===== src/design/arp_pkg.sv =====
/*
 * Shared constants and types for the 12-bit autoreload PWM / capture timer.
 * Assumes a classic Wishbone slave with 32-bit data and byte addressing.
 */
package arp_pkg;
    localparam int ARP_CW = 12;
    localparam int ARP_NCH = 4;
    localparam logic [11:0] ARP_CNT_MAX = 12'hFFF;
    localparam logic [11:0] ARP_CNT_RST = 12'h000;
    localparam logic [4:0] ARP_SLOW_LAST = 5'h1F;

    // Register byte offsets
    localparam logic [7:0] ARP_OFS_CSR = 8'h00;
    localparam logic [7:0] ARP_OFS_CNT = 8'h04;
    localparam logic [7:0] ARP_OFS_ARR = 8'h08;
    localparam logic [7:0] ARP_OFS_OE = 8'h0C;
    localparam logic [7:0] ARP_OFS_STAT = 8'h10;
    localparam logic [7:0] ARP_OFS_DUTY = 8'h20;
    localparam logic [7:0] ARP_OFS_SDC = 8'h30;
    localparam logic [7:0] ARP_OFS_ICR = 8'h34;
    localparam logic [7:0] ARP_OFS_TRAN = 8'h38;

    // Control/status field positions
    localparam int ARP_CSR_COMPARE_IRQ_ENABLE = 0;
    localparam int ARP_CSR_OVERFLOW_IRQ_ENABLE = 1;
    localparam int ARP_CSR_OVF = 2;
    localparam int ARP_CSR_CK = 3;
    localparam int ARP_CSR_CAPTURE_IRQ_ENABLE = 5;
    localparam int ARP_CSR_ICF = 6;
    localparam int ARP_STAT_COMPARE_FLAG = 0;
    localparam int ARP_STAT_POL = 1;
    localparam int ARP_SDC_PAT = 0;
    localparam int ARP_SDC_PEN = 4;
    localparam int ARP_SDC_ACT = 5;

    // Reset values
    localparam logic ARP_TRAN_RST = 1'b1;
    localparam logic ARP_PWM_RST = 1'b1;

    typedef enum logic [1:0] {
        ARP_CK_OFF,
        ARP_CK_LITE,
        ARP_CK_CPU,
        ARP_CK_FAST
    } arp_ck_t;

    typedef struct packed {
        logic capture_irq_enable;
        arp_ck_t ck;
        logic overflow_irq_enable;
        logic compare_irq_enable;
    } arp_ctrl_t;

    typedef struct packed {
        logic pen;
        logic [3:0] pattern;
    } arp_sdc_t;
endpackage : arp_pkg


===== src/design/arp_timer.sv =====
/*
 * 12-bit autoreload timer: four PWM channels with shadowed duty and polarity,
 * output compare flags, shutdown input with fixed pattern, input capture.
 * Assumes a classic Wishbone master, inputs synchronous to clk_i (20 MHz),
 * and low-power mode levels driven by the system controller.
 */
// Our own choices: register access over Wishbone and the address map.
`timescale 1ns/1ps

module arp_timer
    import arp_pkg::*;
(
    input wire logic clk_i,
    input wire logic rst_i,
    input wire logic cyc_i,
    input wire logic stb_i,
    input wire logic we_i,
    input wire logic [7:0] adr_i,
    input wire logic [3:0] sel_i,
    input wire logic [31:0] dat_i,
    output logic [31:0] dat_o,
    output logic ack_o,
    input wire logic shutdown_n_i,
    input wire logic capture_input_pin_i,
    input wire logic lite_tick_i,
    input wire logic fast_tick_i,
    input wire logic slow_mode_i,
    input wire logic wait_i,
    input wire logic halt_i,
    input wire logic active_halt_i,
    output logic [3:0] pwm_o,
    output logic [3:0] pwm_alt_o,
    output logic cmp_cap_irq_o,
    output logic ovf_irq_o,
    output logic wakeup_o
);
    logic [11:0] counter_value;
    logic [11:0] autoreload_value;
    logic [3:0] output_enable_reg;
    logic [11:0] duty_compare_value [ARP_NCH];
    logic [11:0] duty_active [ARP_NCH];
    logic [3:0] output_polarity;
    logic [3:0] polarity_active;
    logic [3:0] pwm_raw;
    logic [3:0] compare_flag;
    logic [3:0] match;
    arp_ctrl_t ctrl;
    arp_sdc_t sdc;
    logic shutdown_active;
    logic shutdown_sampled;
    logic transfer_enable;
    logic overflow_flag;
    logic capture_flag;
    logic [11:0] capture_value_reg;
    logic capture_last;
    logic capture_armed;
    logic capture_edge;
    logic [4:0] slow_div;
    logic slow_pulse;
    logic tick_src;
    logic run;
    logic tick;
    logic ovf;
    logic acc;
    logic wr;
    logic rd;
    logic [31:0] rd_data;

    function automatic logic [11:0] merge12(input logic [11:0] old, input logic [31:0] d, input logic [3:0] s);
        merge12 = {s[1] ? d[11:8] : old[11:8], s[0] ? d[7:0] : old[7:0]};
    endfunction : merge12

    // Wishbone slave: answer one cycle after the request, act on the acked edge
    assign acc = cyc_i & stb_i & ack_o;
    assign wr = acc & we_i;
    assign rd = acc & ~we_i;

    always_ff @(posedge clk_i) begin
        if (rst_i) begin
            ack_o <= 1'b0;
        end else begin
            ack_o <= cyc_i & stb_i & ~ack_o;
        end
    end

    always_ff @(posedge clk_i) begin
        if (rst_i) begin
            dat_o <= 32'h0000_0000;
        end else if (cyc_i & stb_i & ~ack_o) begin
            dat_o <= rd_data;
        end
    end

    always_comb begin
        rd_data = 32'h0000_0000;
        if (adr_i == ARP_OFS_CSR) begin
            rd_data[ARP_CSR_ICF] = capture_flag;
            rd_data[ARP_CSR_CAPTURE_IRQ_ENABLE] = ctrl.capture_irq_enable;
            rd_data[ARP_CSR_CK +: 2] = ctrl.ck;
            rd_data[ARP_CSR_OVF] = overflow_flag;
            rd_data[ARP_CSR_OVERFLOW_IRQ_ENABLE] = ctrl.overflow_irq_enable;
            rd_data[ARP_CSR_COMPARE_IRQ_ENABLE] = ctrl.compare_irq_enable;
        end else if (adr_i == ARP_OFS_CNT) begin
            rd_data[11:0] = counter_value;
        end else if (adr_i == ARP_OFS_ARR) begin
            rd_data[11:0] = autoreload_value;
        end else if (adr_i == ARP_OFS_OE) begin
            rd_data[3:0] = output_enable_reg;
        end else if (adr_i[7:4] == ARP_OFS_STAT[7:4]) begin
            rd_data[ARP_STAT_COMPARE_FLAG] = compare_flag[adr_i[3:2]];
            rd_data[ARP_STAT_POL] = output_polarity[adr_i[3:2]];
        end else if (adr_i[7:4] == ARP_OFS_DUTY[7:4]) begin
            rd_data[11:0] = duty_compare_value[adr_i[3:2]];
        end else if (adr_i == ARP_OFS_SDC) begin
            rd_data[ARP_SDC_PAT +: 4] = sdc.pattern;
            rd_data[ARP_SDC_PEN] = sdc.pen;
            rd_data[ARP_SDC_ACT] = shutdown_active;
        end else if (adr_i == ARP_OFS_ICR) begin
            rd_data[11:0] = capture_value_reg;
        end else if (adr_i == ARP_OFS_TRAN) begin
            rd_data[0] = transfer_enable;
        end
    end

    // Counter clock: selection, slow-mode divider and power-mode gating
    assign slow_pulse = (slow_div == ARP_SLOW_LAST);

    always_ff @(posedge clk_i) begin
        if (rst_i) begin
            slow_div <= 5'h00;
        end else begin
            slow_div <= slow_div + 5'h01;
        end
    end

    always_comb begin
        case (ctrl.ck)
            ARP_CK_OFF: tick_src = 1'b0;
            ARP_CK_LITE: tick_src = lite_tick_i;
            ARP_CK_CPU: tick_src = slow_mode_i ? slow_pulse : 1'b1;
            ARP_CK_FAST: tick_src = fast_tick_i;
            default: tick_src = 1'b0;
        endcase
    end

    // Wait leaves the timer running; halt always stops it
    assign run = ~halt_i & ~(active_halt_i & ~(ctrl.ck == ARP_CK_LITE && ctrl.overflow_irq_enable));
    assign tick = tick_src & run & ~shutdown_active;
    assign ovf = tick & (counter_value == ARP_CNT_MAX);

    always_ff @(posedge clk_i) begin
        if (rst_i || shutdown_active) begin
            counter_value <= ARP_CNT_RST;
        end else if (ovf) begin
            counter_value <= autoreload_value;
        end else if (tick) begin
            counter_value <= counter_value + 12'h001;
        end
    end

    always_ff @(posedge clk_i) begin
        if (rst_i || shutdown_active) begin
            autoreload_value <= 12'h000;
        end else if (wr && adr_i == ARP_OFS_ARR) begin
            autoreload_value <= merge12(autoreload_value, dat_i, sel_i);
        end
    end

    always_ff @(posedge clk_i) begin
        if (rst_i || shutdown_active) begin
            output_enable_reg <= 4'h0;
        end else if (wr && adr_i == ARP_OFS_OE && sel_i[0]) begin
            output_enable_reg <= dat_i[3:0];
        end
    end

    always_ff @(posedge clk_i) begin
        if (rst_i) begin
            ctrl <= '0;
        end else if (wr && adr_i == ARP_OFS_CSR && sel_i[0]) begin
            ctrl.capture_irq_enable <= dat_i[ARP_CSR_CAPTURE_IRQ_ENABLE];
            ctrl.ck <= arp_ck_t'(dat_i[ARP_CSR_CK +: 2]);
            ctrl.overflow_irq_enable <= dat_i[ARP_CSR_OVERFLOW_IRQ_ENABLE];
            ctrl.compare_irq_enable <= dat_i[ARP_CSR_COMPARE_IRQ_ENABLE];
        end
    end

    // Hardware set wins over the read that clears
    always_ff @(posedge clk_i) begin
        if (rst_i) begin
            overflow_flag <= 1'b0;
        end else if (ovf) begin
            overflow_flag <= 1'b1;
        end else if (rd && adr_i == ARP_OFS_CSR) begin
            overflow_flag <= 1'b0;
        end
    end

    always_ff @(posedge clk_i) begin
        if (rst_i) begin
            transfer_enable <= ARP_TRAN_RST;
        end else if (wr && adr_i == ARP_OFS_TRAN && sel_i[0]) begin
            transfer_enable <= dat_i[0];
        end else if (ovf) begin
            transfer_enable <= 1'b0;
        end
    end

    // Per-channel duty, polarity, PWM level and compare flag
    for (genvar i = 0; i < ARP_NCH; i++) begin : g_ch
        localparam logic [7:0] OFS_ST = ARP_OFS_STAT + 8'(i * 4);
        localparam logic [7:0] OFS_DU = ARP_OFS_DUTY + 8'(i * 4);

        // Fires on the edge at which the counter reaches the duty value, so the output is low while it is shown
        assign match[i] = tick & (counter_value != ARP_CNT_MAX) & ((counter_value + 12'h001) == duty_active[i]);

        always_ff @(posedge clk_i) begin
            if (rst_i || shutdown_active) begin
                duty_compare_value[i] <= 12'h000;
            end else if (wr && adr_i == OFS_DU) begin
                duty_compare_value[i] <= merge12(duty_compare_value[i], dat_i, sel_i);
            end
        end

        always_ff @(posedge clk_i) begin
            if (rst_i || shutdown_active) begin
                duty_active[i] <= 12'h000;
            end else if (ovf && transfer_enable) begin
                duty_active[i] <= duty_compare_value[i];
            end
        end

        always_ff @(posedge clk_i) begin
            if (rst_i) begin
                output_polarity[i] <= 1'b0;
            end else if (wr && adr_i == OFS_ST && sel_i[0]) begin
                output_polarity[i] <= dat_i[ARP_STAT_POL];
            end
        end

        // Without transfer enable the inversion follows the bit at once
        always_ff @(posedge clk_i) begin
            if (rst_i) begin
                polarity_active[i] <= 1'b0;
            end else if (!transfer_enable || ovf) begin
                polarity_active[i] <= output_polarity[i];
            end
        end

        always_ff @(posedge clk_i) begin
            if (rst_i || shutdown_active) begin
                pwm_raw[i] <= ARP_PWM_RST;
            end else if (ovf) begin
                pwm_raw[i] <= 1'b1;
            end else if (match[i]) begin
                pwm_raw[i] <= 1'b0;
            end
        end

        always_ff @(posedge clk_i) begin
            if (rst_i) begin
                compare_flag[i] <= 1'b0;
            end else if (match[i] && duty_active[i] != 12'h000) begin
                compare_flag[i] <= 1'b1;
            end else if (rd && adr_i == OFS_ST) begin
                compare_flag[i] <= 1'b0;
            end
        end

        always_ff @(posedge clk_i) begin
            if (rst_i) begin
                pwm_o[i] <= 1'b0;
                pwm_alt_o[i] <= 1'b0;
            end else begin
                // Pattern goes after the inverter so the safe state is absolute
                pwm_o[i] <= shutdown_active ? sdc.pattern[i] :
                    (output_enable_reg[i] & (pwm_raw[i] ^ polarity_active[i]));
                pwm_alt_o[i] <= shutdown_active | output_enable_reg[i];
            end
        end
    end

    // Shutdown control
    always_ff @(posedge clk_i) begin
        if (rst_i) begin
            shutdown_sampled <= 1'b1;
        end else begin
            shutdown_sampled <= shutdown_n_i;
        end
    end

    always_ff @(posedge clk_i) begin
        if (rst_i) begin
            sdc <= '0;
        end else if (wr && adr_i == ARP_OFS_SDC && sel_i[0]) begin
            sdc.pen <= dat_i[ARP_SDC_PEN];
            sdc.pattern <= dat_i[ARP_SDC_PAT +: 4];
        end
    end

    always_ff @(posedge clk_i) begin
        if (rst_i) begin
            shutdown_active <= 1'b0;
        end else if (sdc.pen && !shutdown_sampled) begin
            shutdown_active <= 1'b1;
        end else if (wr && adr_i == ARP_OFS_SDC && sel_i[0]) begin
            shutdown_active <= dat_i[ARP_SDC_ACT];
        end
    end

    // Input capture; the first cycle after reset sees no edge
    assign capture_edge = capture_armed & (capture_input_pin_i ^ capture_last);

    always_ff @(posedge clk_i) begin
        if (rst_i) begin
            capture_last <= 1'b0;
            capture_armed <= 1'b0;
        end else begin
            capture_last <= capture_input_pin_i;
            capture_armed <= 1'b1;
        end
    end

    always_ff @(posedge clk_i) begin
        if (rst_i) begin
            capture_value_reg <= 12'h000;
        end else if (capture_edge && !capture_flag) begin
            capture_value_reg <= counter_value;
        end
    end

    always_ff @(posedge clk_i) begin
        if (rst_i) begin
            capture_flag <= 1'b0;
        end else if (capture_edge && !capture_flag) begin
            capture_flag <= 1'b1;
        end else if (rd && adr_i == ARP_OFS_ICR) begin
            capture_flag <= 1'b0;
        end
    end

    // Interrupt requests and wake-up
    assign cmp_cap_irq_o = ((|compare_flag) & ctrl.compare_irq_enable) | (capture_flag & ctrl.capture_irq_enable);
    assign ovf_irq_o = overflow_flag & ctrl.overflow_irq_enable;
    assign wakeup_o = (wait_i & (cmp_cap_irq_o | ovf_irq_o))
        | (active_halt_i & ovf_irq_o & (ctrl.ck == ARP_CK_LITE));
endmodule : arp_timer


===== config.mk =====
export PLATFORM = sky130hd
export DESIGN_NAME = arp_timer
export DESIGN_NICKNAME = d
export VERILOG_FILES = /design/src/design/arp_pkg.sv /design/src/design/arp_timer.sv
export SDC_FILE = /design/constraint.sdc
export NUM_CORES = 1
export LEC_CHECK = 0
export BUFFER_PORTS_ARGS = -buffer_cell sky130_fd_sc_hd__buf_2
export CELL_PAD_IN_SITES_DETAIL_PLACEMENT = 1
export CELL_PAD_IN_SITES_GLOBAL_PLACEMENT = 1
export CORE_ASPECT_RATIO = 1.1
export CORE_MARGIN = 1
export CORE_UTILIZATION = 50
export DETAILED_ROUTE_END_ITERATION = 6
export GPL_TIMING_DRIVEN = 0
export PLACE_DENSITY_LB_ADDON = 0.2
export SYNTH_ARGS = -nofsm -noshare
export SYNTH_HDL_FRONTEND = slang
export SYNTH_SLANG_ARGS = --single-unit

===== constraint.sdc =====
create_clock -name clk_i -period 5.55 [get_ports clk_i]
set_input_delay 1.11 -clock clk_i [delete_from_list [all_inputs] [get_ports clk_i]]
set_output_delay 1.11 -clock clk_i [all_outputs]
set_load 0.1 [all_outputs]

==> reports/metrics.yaml, run 1 <==
outcome: "completed"
num_vias: 8362
min_path_cells: 1
rsz0062_at_grt: "no"
setup_viol: 0
ctsHtreeMaxLevel: 4
die-area_um2: 20220
synth_ff_type: "dfxtp_1"
seqCellArea_um2: 4865
slew_violations: 0
drc: 0
leakage_uw: 0.004249
design.core.area_um2: 19160
worstSetupPathType: "in -> reg"
fillers: 2161
synth_top_area_share_pct: 29.33
drive_gt1_share_pct: 14.50
async_flop_share_pct: 0
critPathMaxStageDelay_ps: 650
grt_pass1_vias: 8437
drt_iter0_markers: 894
timing.setup.tns_ps: 0
dp_hpwl_mm: 25.68
ant_nets: 0
path_cells: "clkbuf_1 > buf_2 > clkbuf_1 > nand3_1 > nor2_1 > clkbuf_1 > nand2_1 > nand2_1"
synth_edf_count: 96
slew_headroom_pct: 9.331
cts_resized: 0
fmax_mhz: 231.0
stdcell_area_um2: 11120
tightest_slew_ps: 1341
placed_area_um2: 10510
crit_slowest_cell: "clkbuf_1"
start_util_pct: 51.28
period_share_pct: 78.00
io_buffers: 56
r2r-start: "counter_value[0]$_SDFFE_PP0P_"
vias_per_cell: 6.254
ys_ff_latch: 195
overflow: 0
skew_ps: 10.09
final_core_utilization_pct: 58.03
clk_latency_ps: 450
die_w_um: 135.7
crit_path_start_kind: "primary input"
clock_path_buffers: 2
worst_hold_startpoint: "slow_div[0]$_SDFF_PP0_"
syn_area_um2: 9828
powerDensity_nw_per_um2: 282.1
end_kind: "flop"
antenna_found_initial: 0
track_usage_pct: 34.90
yosys_warnings: 0
area_growth_pct: 13.15
crit_arrival_ps: 4420
synth_common_cells: "dfxtp_1 (99), and2_1 (97), edfxtp_1 (96)"
r2r_setup_slack_ps: 1960
cts_setup_buffers: 0
crit_fanout: 10
clock_sinks: 195
cap_violations: 0
yosysTopAreaCell: "edfxtp_1"
drt_wl_total_mm: 33.75
yosysMostFrequentCell: "dfxtp_1"
reg2reg_depth: 10
worstHoldEndpoint: "slow_div[0]$_SDFF_PP0_"
place.gp.congestion: 0.9864
cp.required_ps: 5650
period_needed_ps: 4329
min_path_type: "reg -> reg"
tritoncts: "built"
rows: 53
holdBufCountCts: 0
die_h_um: 149.0
reg2reg_to: "duty_active[1][8]$_SDFFCE_PN0P_"
synth.avg_cell_area_um2: 10.01
ys_types: 67
firstDrtPassIters: 5
clk_pin_slew_ps: 70
grt_max_degree: 37
num_antenna_cells: 0
cts_buffers: 17
pin_count: 101
worst_path_most_repeated_cell: "clkbuf_1"
peakVddDrop_v: 0.0002037
wl_per_cell_um: 25.24
nNetsFinal: 1137
synthCells: 982
multi_input_area_um2: 4561
grt_pass1_wl_mm: 50.66
synth_area_leaders: "edfxtp_1 (29%), dfxtp_1 (20%), and2_1 (6.2%), mux4_2 (3.7%), nor2_1 (3.6%)"
cts_root_buf: "clkbuf_16"
hold_violations: 0
reg_top3: "duty_active: 48 flops, duty_compare_value: 48 flops"
ys_seq_area_share_pct: 49.50
-- logic make-up after synthesis --
logic type               synth area share, %
adder cells (fa/ha/maj)               0.3820
AND/OR/NAND/NOR                        21.26
XOR/XNOR                               6.149
AO/OA/AOI/OAI                          10.61
buffers and inverters                  4.850
other                                0.03816
flip-flops                             49.50
multiplexers                           7.218
-- worst max path at each step --
stage,startpoint,cells after the start,endpoint
after detailed placement,adr_i[3],8,duty_compare_value[3][1]$_SDFFCE_PN0P_
after floorplan,ctrl[0]$_SDFFE_PP0P_,4,wakeup_o
after global placement,adr_i[3],8,duty_compare_value[3][0]$_SDFFCE_PN0P_
after CTS,adr_i[3],8,duty_compare_value[3][7]$_SDFFCE_PN0P_
final,adr_i[3],8,duty_compare_value[3][4]$_SDFFCE_PN0P_
after global routing,adr_i[3],8,duty_compare_value[3][0]$_SDFFCE_PN0P_
-- cell usage in the layout (no fill, tap or decap), types with 7 or more instances in the layout --
master	Yosys	final
nand3_1	38	38
clkbuf_1	44	45
nor4_1	17	17
inv_1	15	15
buf_2	9	65
edfxtp_1	96	96
mux4_2	16	16
nand2_1	81	80
conb_1	1	20
a21oi_1	63	63
and2_1	97	97
a31oi_1	10	10
nand4_1	10	10
a211oi_1	8	8
and3_1	9	9
o21ai_0	22	22
xor2_1	33	33
dfxtp_1	99	99
xnor2_1	29	29
buf_4	20	20
nor2_1	94	94
nor2b_1	13	13
clkbuf_16	0	18
mux2_2	7	7
nor3_1	21	21
a22oi_1	16	16
mux2i_1	27	27
-- worst max-delay path, delay by kind of cell --
kind / cells / cell delay [ps]
AND/OR/NAND/NOR: 4 / 1260
buffers and inverters: 4 / 2030
-- where the power goes --
part	switching, uW	internal (uW)	total (uW)
registers	27.7	1540	1560
clock network	588	709	1300
logic	206	69.3	276
total	822	2320	3140
-- area by class of cell --
type	count	share of cell area, %
Sequential cell	195	43.74
Multi-Input combinational cell	710	41.01
Clock buffer	22	4.377
Buffer	81	3.780
Tap cell	247	2.779
Timing Repair Buffer	57	2.700
Clock inverter	10	1.103
Inverter	15	0.5063
-- metrics by stage --
step | power, uW | worst slack [ps] | hold WS (ps) | instances
floorplan | 1774 | 1919 | 417.5 | 1001
global placement | 1857 | 906.4 | 433.1 | 1304
detailed placement | 1866 | 858.8 | 437.6 | 1305
CTS | 3137 | 1324 | 455.7 | 1337
global route | 3202 | 1155 | 495.1 | 1337
finish | 3137 | 1221 | 450.2 | 1337
-- layer usage --
metal | vias up | share of wire, % | GRT usage [%]
li1 | 3648 | - | -
met1 | 4174 | 40 | 44.39
met2 | 432 | 47 | 56.07
met3 | 108 | 6.3 | 4.995
met4 | 0 | 6.1 | 21.40
met5 | - | 0 | 0
(Power assumes the default switching activity.)
==> run 2: changes to the inputs <==
--- a/config.mk
+++ b/config.mk
@@ -10,7 +10,7 @@
 export CELL_PAD_IN_SITES_GLOBAL_PLACEMENT = 1
 export CORE_ASPECT_RATIO = 1.1
 export CORE_MARGIN = 1
-export CORE_UTILIZATION = 50
+export CORE_UTILIZATION = 46
 export DETAILED_ROUTE_END_ITERATION = 6
 export GPL_TIMING_DRIVEN = 0
 export PLACE_DENSITY_LB_ADDON = 0.2
==> constraint.sdc (replaced) <==
create_clock -name clk_i -period 4.05 [get_ports clk_i]
set_input_delay 0.81 -clock clk_i [delete_from_list [all_inputs] [get_ports clk_i]]
set_output_delay 0.81 -clock clk_i [all_outputs]
set_load 0.1 [all_outputs]
==> reports/metrics.yaml, run 2 (synthesized netlist as in run 1, its figures left out) <==
pin_count: 101  # unchanged
reg_top3: "duty_active: 48 flops, duty_compare_value: 48 flops"
setup_viol: 0  # unchanged
drc: 0  # unchanged
worst_hold_startpoint: "slow_div[0]$_SDFF_PP0_"
nNetsFinal: 1136  # -0.088%
min_path_type: "reg -> reg"
skew_ps: 11.55  # +1.458 ps
outcome: "completed"
leakage_uw: 0.004244  # -0.11%
fmax_mhz: 272.2
rows: 55  # +3.8%
start_util_pct: 47.29  # -4.0 points
seqCellArea_um2: 4865  # unchanged
cap_violations: 0  # unchanged
layout_commonest_cell: "dfxtp_1"
holdBufCountCts: 0  # unchanged
die_w_um: 141.4  # +4.2%
crit_start: "adr_i[4]"
dp_hpwl_mm: 25.18  # -1.9%
placed_area_um2: 10560  # +0.45%
wl_per_cell_um: 23.64  # -6.4%
vias_per_cell: 5.839  # -6.6%
r2r-start: "counter_value[0]$_SDFFE_PP0P_"
ant_nets: 0  # unchanged
drive_gt1_share_pct: 14.60  # +0.11 points
num_vias: 8023  # -4.1%
peakVddDrop_v: 0.0002795  # +37%
crit_path_start_kind: "primary input"
grt_pass1_vias: 8181  # -3.0%
tightest_slew_ps: 1370  # +28.69 ps
crit_arrival_ps: 3770  # -650 ps
stdcell_area_um2: 11170  # +0.43%
grt_pass1_wl_mm: 49.37  # -2.5%
die-area_um2: 21950  # +8.6%
final_cell_mix: "dfxtp_1 (99), and2_1 (97), edfxtp_1 (96), nor2_1 (94), nand2_1 (80)"
clock_sinks: 195  # unchanged
fillers: 2376  # +9.9%
clk_pin_slew_ps: 80  # about the same
drt_iter0_markers: 757  # -15%
period_share_pct: 90.71
clock_path_buffers: 2  # unchanged
cp.required_ps: 4140  # -1510 ps
slew_violations: 0  # unchanged
slew_headroom_pct: 7.392  # -1.9 points
rsz0062_at_grt: "no"
place.gp.congestion: 0.9430  # -4.4%
antenna_found_initial: 0  # unchanged
worstSetupPathType: "in -> reg"
io_buffers: 56  # unchanged
firstDrtPassIters: 5  # unchanged
drt_wl_total_mm: 32.48  # -3.8%
hold_violations: 0  # unchanged
multi_input_area_um2: 4561  # unchanged
preCtsSetupSlack_ps: -326.4  # -1185 ps
design.core.area_um2: 20780  # +8.4%
cts_root_buf: "clkbuf_16"
holdWs_ps: 456.1  # +5.903 ps
clk_latency_ps: 450  # about the same
cts_setup_buffers: 0  # unchanged
fin_ws_ps: 376.4  # -844.9 ps
cts_buffers: 17  # unchanged
timing.setup.tns_ps: 0  # unchanged
grt_max_degree: 41  # +11%
cts_resized: 0  # unchanged
final_core_utilization_pct: 53.74  # -4.3 points
end_kind: "flop"
powerDensity_nw_per_um2: 382.2  # +35%
period_needed_ps: 3674
area_growth_pct: 13.63
track_usage_pct: 30.88  # -4.0 points
tritoncts: "built"
crit_fanout: 10  # unchanged
num_antenna_cells: 0  # unchanged
ctsHtreeMaxLevel: 4  # unchanged
die_h_um: 155.3  # +4.2%
overflow: 0  # unchanged
run 2: critical path, cell delays in order:
cell	delay, ps
buf_2	150
nor4b_2	900
nand3_1	440
nor2_1	500
clkbuf_1	490
nand2_1	110
nand2_1	360
run 2: area by class of cell:
| class | instances | share of cell area (%) |
|---|---|---|
| flip-flops and latches | 195 | 43.56 |
| multi-input cells | 710 | 40.84 |
| clock buffers | 20 | 4.280 |
| plain buffers | 80 | 3.731 |
| well taps | 285 | 3.193 |
| repair buffers | 57 | 2.689 |
| clock inverters | 12 | 1.210 |
| inverters | 15 | 0.5041 |
run 2: worst paths after layout:
kind | end | slack [ps] | depth (start not counted)
max | duty_compare_value[1][7]$_SDFFCE_PN0P_ | 380 | 7
min | slow_div[0]$_SDFF_PP0_ | 460 | 1
max reg2reg | duty_active[1][10]$_SDFFCE_PN0P_ | 490 | 10
min reg2reg | slow_div[0]$_SDFF_PP0_ | 460 | 1
run 2: through the flow:
stage / instances / total power, uW
floorplan: 1001 / 2431
global placement: 1342 / 2549
detailed placement: 1343 / 2557
CTS: 1375 / 4285
global route: 1374 / 4386
finish: 1374 / 4268
run 2: routing by layer:
layer,global-route usage [%],share of wire [%]
met1,39.00,41
met2,51.74,49
met3,5.232,6.6
met4,14.08,4.0
met5,0,0
run 2: power breakdown:
part	switching, uW	total (uW)	internal (uW)	leakage (uW)
Clock	811	1750	942	0.000304
Combinational	278	373	94.9	0.00215
Sequential	36.2	2140	2110	0.00179
Total	1130	4270	3140	0.00424
==> run 3: changes to the inputs <==
--- a/config.mk
+++ b/config.mk
@@ -5,13 +5,13 @@
 export SDC_FILE = /design/constraint.sdc
 export NUM_CORES = 1
 export LEC_CHECK = 0
-export BUFFER_PORTS_ARGS = -buffer_cell sky130_fd_sc_hd__buf_2
 export CELL_PAD_IN_SITES_DETAIL_PLACEMENT = 1
 export CELL_PAD_IN_SITES_GLOBAL_PLACEMENT = 1
 export CORE_ASPECT_RATIO = 1.1
 export CORE_MARGIN = 1
-export CORE_UTILIZATION = 46
+export CORE_UTILIZATION = 50
 export DETAILED_ROUTE_END_ITERATION = 6
+export DONT_BUFFER_PORTS = 1
 export GPL_TIMING_DRIVEN = 0
 export PLACE_DENSITY_LB_ADDON = 0.2
 export SYNTH_ARGS = -nofsm -noshare
==> reports/metrics.yaml, run 3 (synthesized netlist as in run 1, its figures left out) <==
reg2reg_to: "duty_compare_value[0][0]$_SDFFCE_PN0P_"
slew_headroom_pct: 2.119  # -5.3 points
drc: 0  # unchanged
setup_viol: 0  # unchanged
peakVddDrop_v: 0.0002974  # +6.4%
io_buffers: 0  # -100%
cap_violations: 0  # unchanged
hold_violations: 0  # unchanged
end_kind: "output pin"
period_needed_ps: 3637  # -36.90 ps
overflow: 0  # unchanged
r2r-start: "ack_o$_SDFF_PP0_"
vias_per_cell: 6.237  # +6.8%
num_antenna_cells: 0  # unchanged
drt_iter0_markers: 833  # +10%
holdWs_ps: 452.5  # -3.622 ps
design.core.area_um2: 19160  # -7.8%
grt_pass1_wl_mm: 49.38  # about the same
dp_hpwl_mm: 24.48  # -2.8%
period_share_pct: 89.80  # -0.91 points
fmax_mhz: 275.0  # +1.0%
critPathMaxStageDelay_ps: 760  # -140 ps
seqCellArea_um2: 4866  # about the same
skew_ps: 11.46  # -0.08850 ps
antenna_found_initial: 0  # unchanged
min_path_cells: 1  # unchanged
leakage_uw: 0.004007  # -5.6%
die-area_um2: 20220  # -7.9%
clk_latency_ps: 450  # about the same
pin_count: 101  # unchanged
outcome: "completed"
clock_sinks: 195  # unchanged
grt_pass1_vias: 8195  # +0.17%
firstDrtPassIters: 4  # -1
nNetsFinal: 1080  # -4.9%
cts_root_buf: "clkbuf_16"
crit_arrival_ps: 2830  # -940 ps
crit_path_start_kind: "flop"
fillers: 2133  # -10%
layout_commonest_cell: "dfxtp_1"
tightest_slew_ps: 1448  # +78.00 ps
drt_wl_total_mm: 32.64  # +0.51%
worstSetupPathType: "reg -> out"
cp.required_ps: 3240  # -900 ps
ant_nets: 0  # unchanged
cp-endpoint: "wakeup_o"
wl_per_cell_um: 25.50  # +7.9%
final_cell_mix: "dfxtp_1 (98), and2_1 (97), edfxtp_1 (96), nor2_1 (93), nand2_1 (80)"
holdBufCountCts: 0  # unchanged
path_cells: "o41ai_1 > nand2_1 > a21oi_1 > nor2_2"
track_usage_pct: 33.88  # +3.0 points
grt_max_degree: 36  # -12%
drive_gt1_share_pct: 10.07  # -4.5 points
preCtsSetupSlack_ps: -380.9  # -54.43 ps
crit_slowest_cell: "nand2_1"
cts_buffers: 17  # unchanged
reg2reg_depth: 7  # -3
crit_start: "compare_flag[3]$_SDFFE_PP0P_"
reg_top3: "duty_active: 48 flops, duty_compare_value: 48 flops"
tritoncts: "built"
die_w_um: 135.7  # -4.0%
min_path_type: "reg -> reg"
slew_violations: 0  # unchanged
start_util_pct: 51.28  # +4.0 points
powerDensity_nw_per_um2: 394.7  # +3.3%
place.gp.congestion: 0.9408  # -0.23%
crit_fanout: 3  # -7
clk_pin_slew_ps: 70  # about the same
rsz0062_at_grt: "no"
area_growth_pct: 10.57
ctsHtreeMaxLevel: 4  # unchanged
fin_ws_ps: 413.3  # +36.90 ps
r2r_setup_slack_ps: 470  # -20 ps
rows: 53  # -3.6%
num_vias: 7983  # -0.50%
clock_path_buffers: 2  # unchanged
die_h_um: 149.0  # -4.0%
multi_input_area_um2: 4563  # about the same
[run 3: changes by cell type in the layout (fill, tap and decap cells not counted), moves of 2 or more]
cell / delta
buf_2: -56
bufinv_8: +2
clkinv_4: -2
inv_4: +2
inv_6: -2
[run 3: timing repair]
action | in CTS | in global routing
endpoints found under the setup margin | 0 | 15
setup buffers | 0 | 0
gates resized for setup | 0 | 1
[run 3: metrics by stage]
stage          setup TNS (ps)  total power (uW)  cell area [um2]  utilization (%)  instances
2_1_floorplan               0              2431             9899                -       1001
3_3_place_gp            -2641              2507            10210            53.27       1248
3_5_place_dp            -3605              2514            10230            53.40       1249
4_1_cts                     0              4287            10870            56.71       1281
5_1_grt                     0              4382            10870            56.70       1280
6_report                    0              4290            10870            56.70       1280
[run 3: report_power, final]
group	total, uW	internal [uW]	switching [uW]
Sequential	2180	2110	69.0
Combinational	303	81.3	221
Clock	1810	1040	769
[run 3: how the worst min path moves through the flow]
stage / slack (ps) / startpoint / end
after floorplan: 420 / slow_div[0]$_SDFF_PP0_ / slow_div[0]$_SDFF_PP0_
after global placement: 430 / slow_div[0]$_SDFF_PP0_ / slow_div[0]$_SDFF_PP0_
after detailed placement: 450 / slow_div[0]$_SDFF_PP0_ / slow_div[0]$_SDFF_PP0_
after CTS: 460 / slow_div[0]$_SDFF_PP0_ / slow_div[0]$_SDFF_PP0_
after global routing: 460 / shutdown_n_i / shutdown_sampled$_SDFF_PP1_
final: 450 / slow_div[0]$_SDFF_PP0_ / slow_div[0]$_SDFF_PP0_
[run 3: cell type report]
class | instances | area share (%)
buffer | 80 | 3.834
clock inverter | 9 | 1.059
tap | 247 | 2.844
inverter | 15 | 0.5181
timing repair buffer | 1 | 0.1842
multi-input combinational | 710 | 41.99
clock buffer | 23 | 4.790
sequential | 195 | 44.78
[run 3: routing by layer]
layer	vias up	part of all wire, %	track usage (%)
li1	3543	-	-
met4	0	4.3	15.67
met1	3994	40	42.18
met5	-	0	0
met2	360	49	56.81
met3	86	6.7	6.184
[run 3: worst max-delay path, delay by kind of cell, from the launching register on]
kind,cells,cell delay [ps]
AO/OA/AOI/OAI,2,1030
AND/OR/NAND/NOR,2,1010
flip-flops,1,340
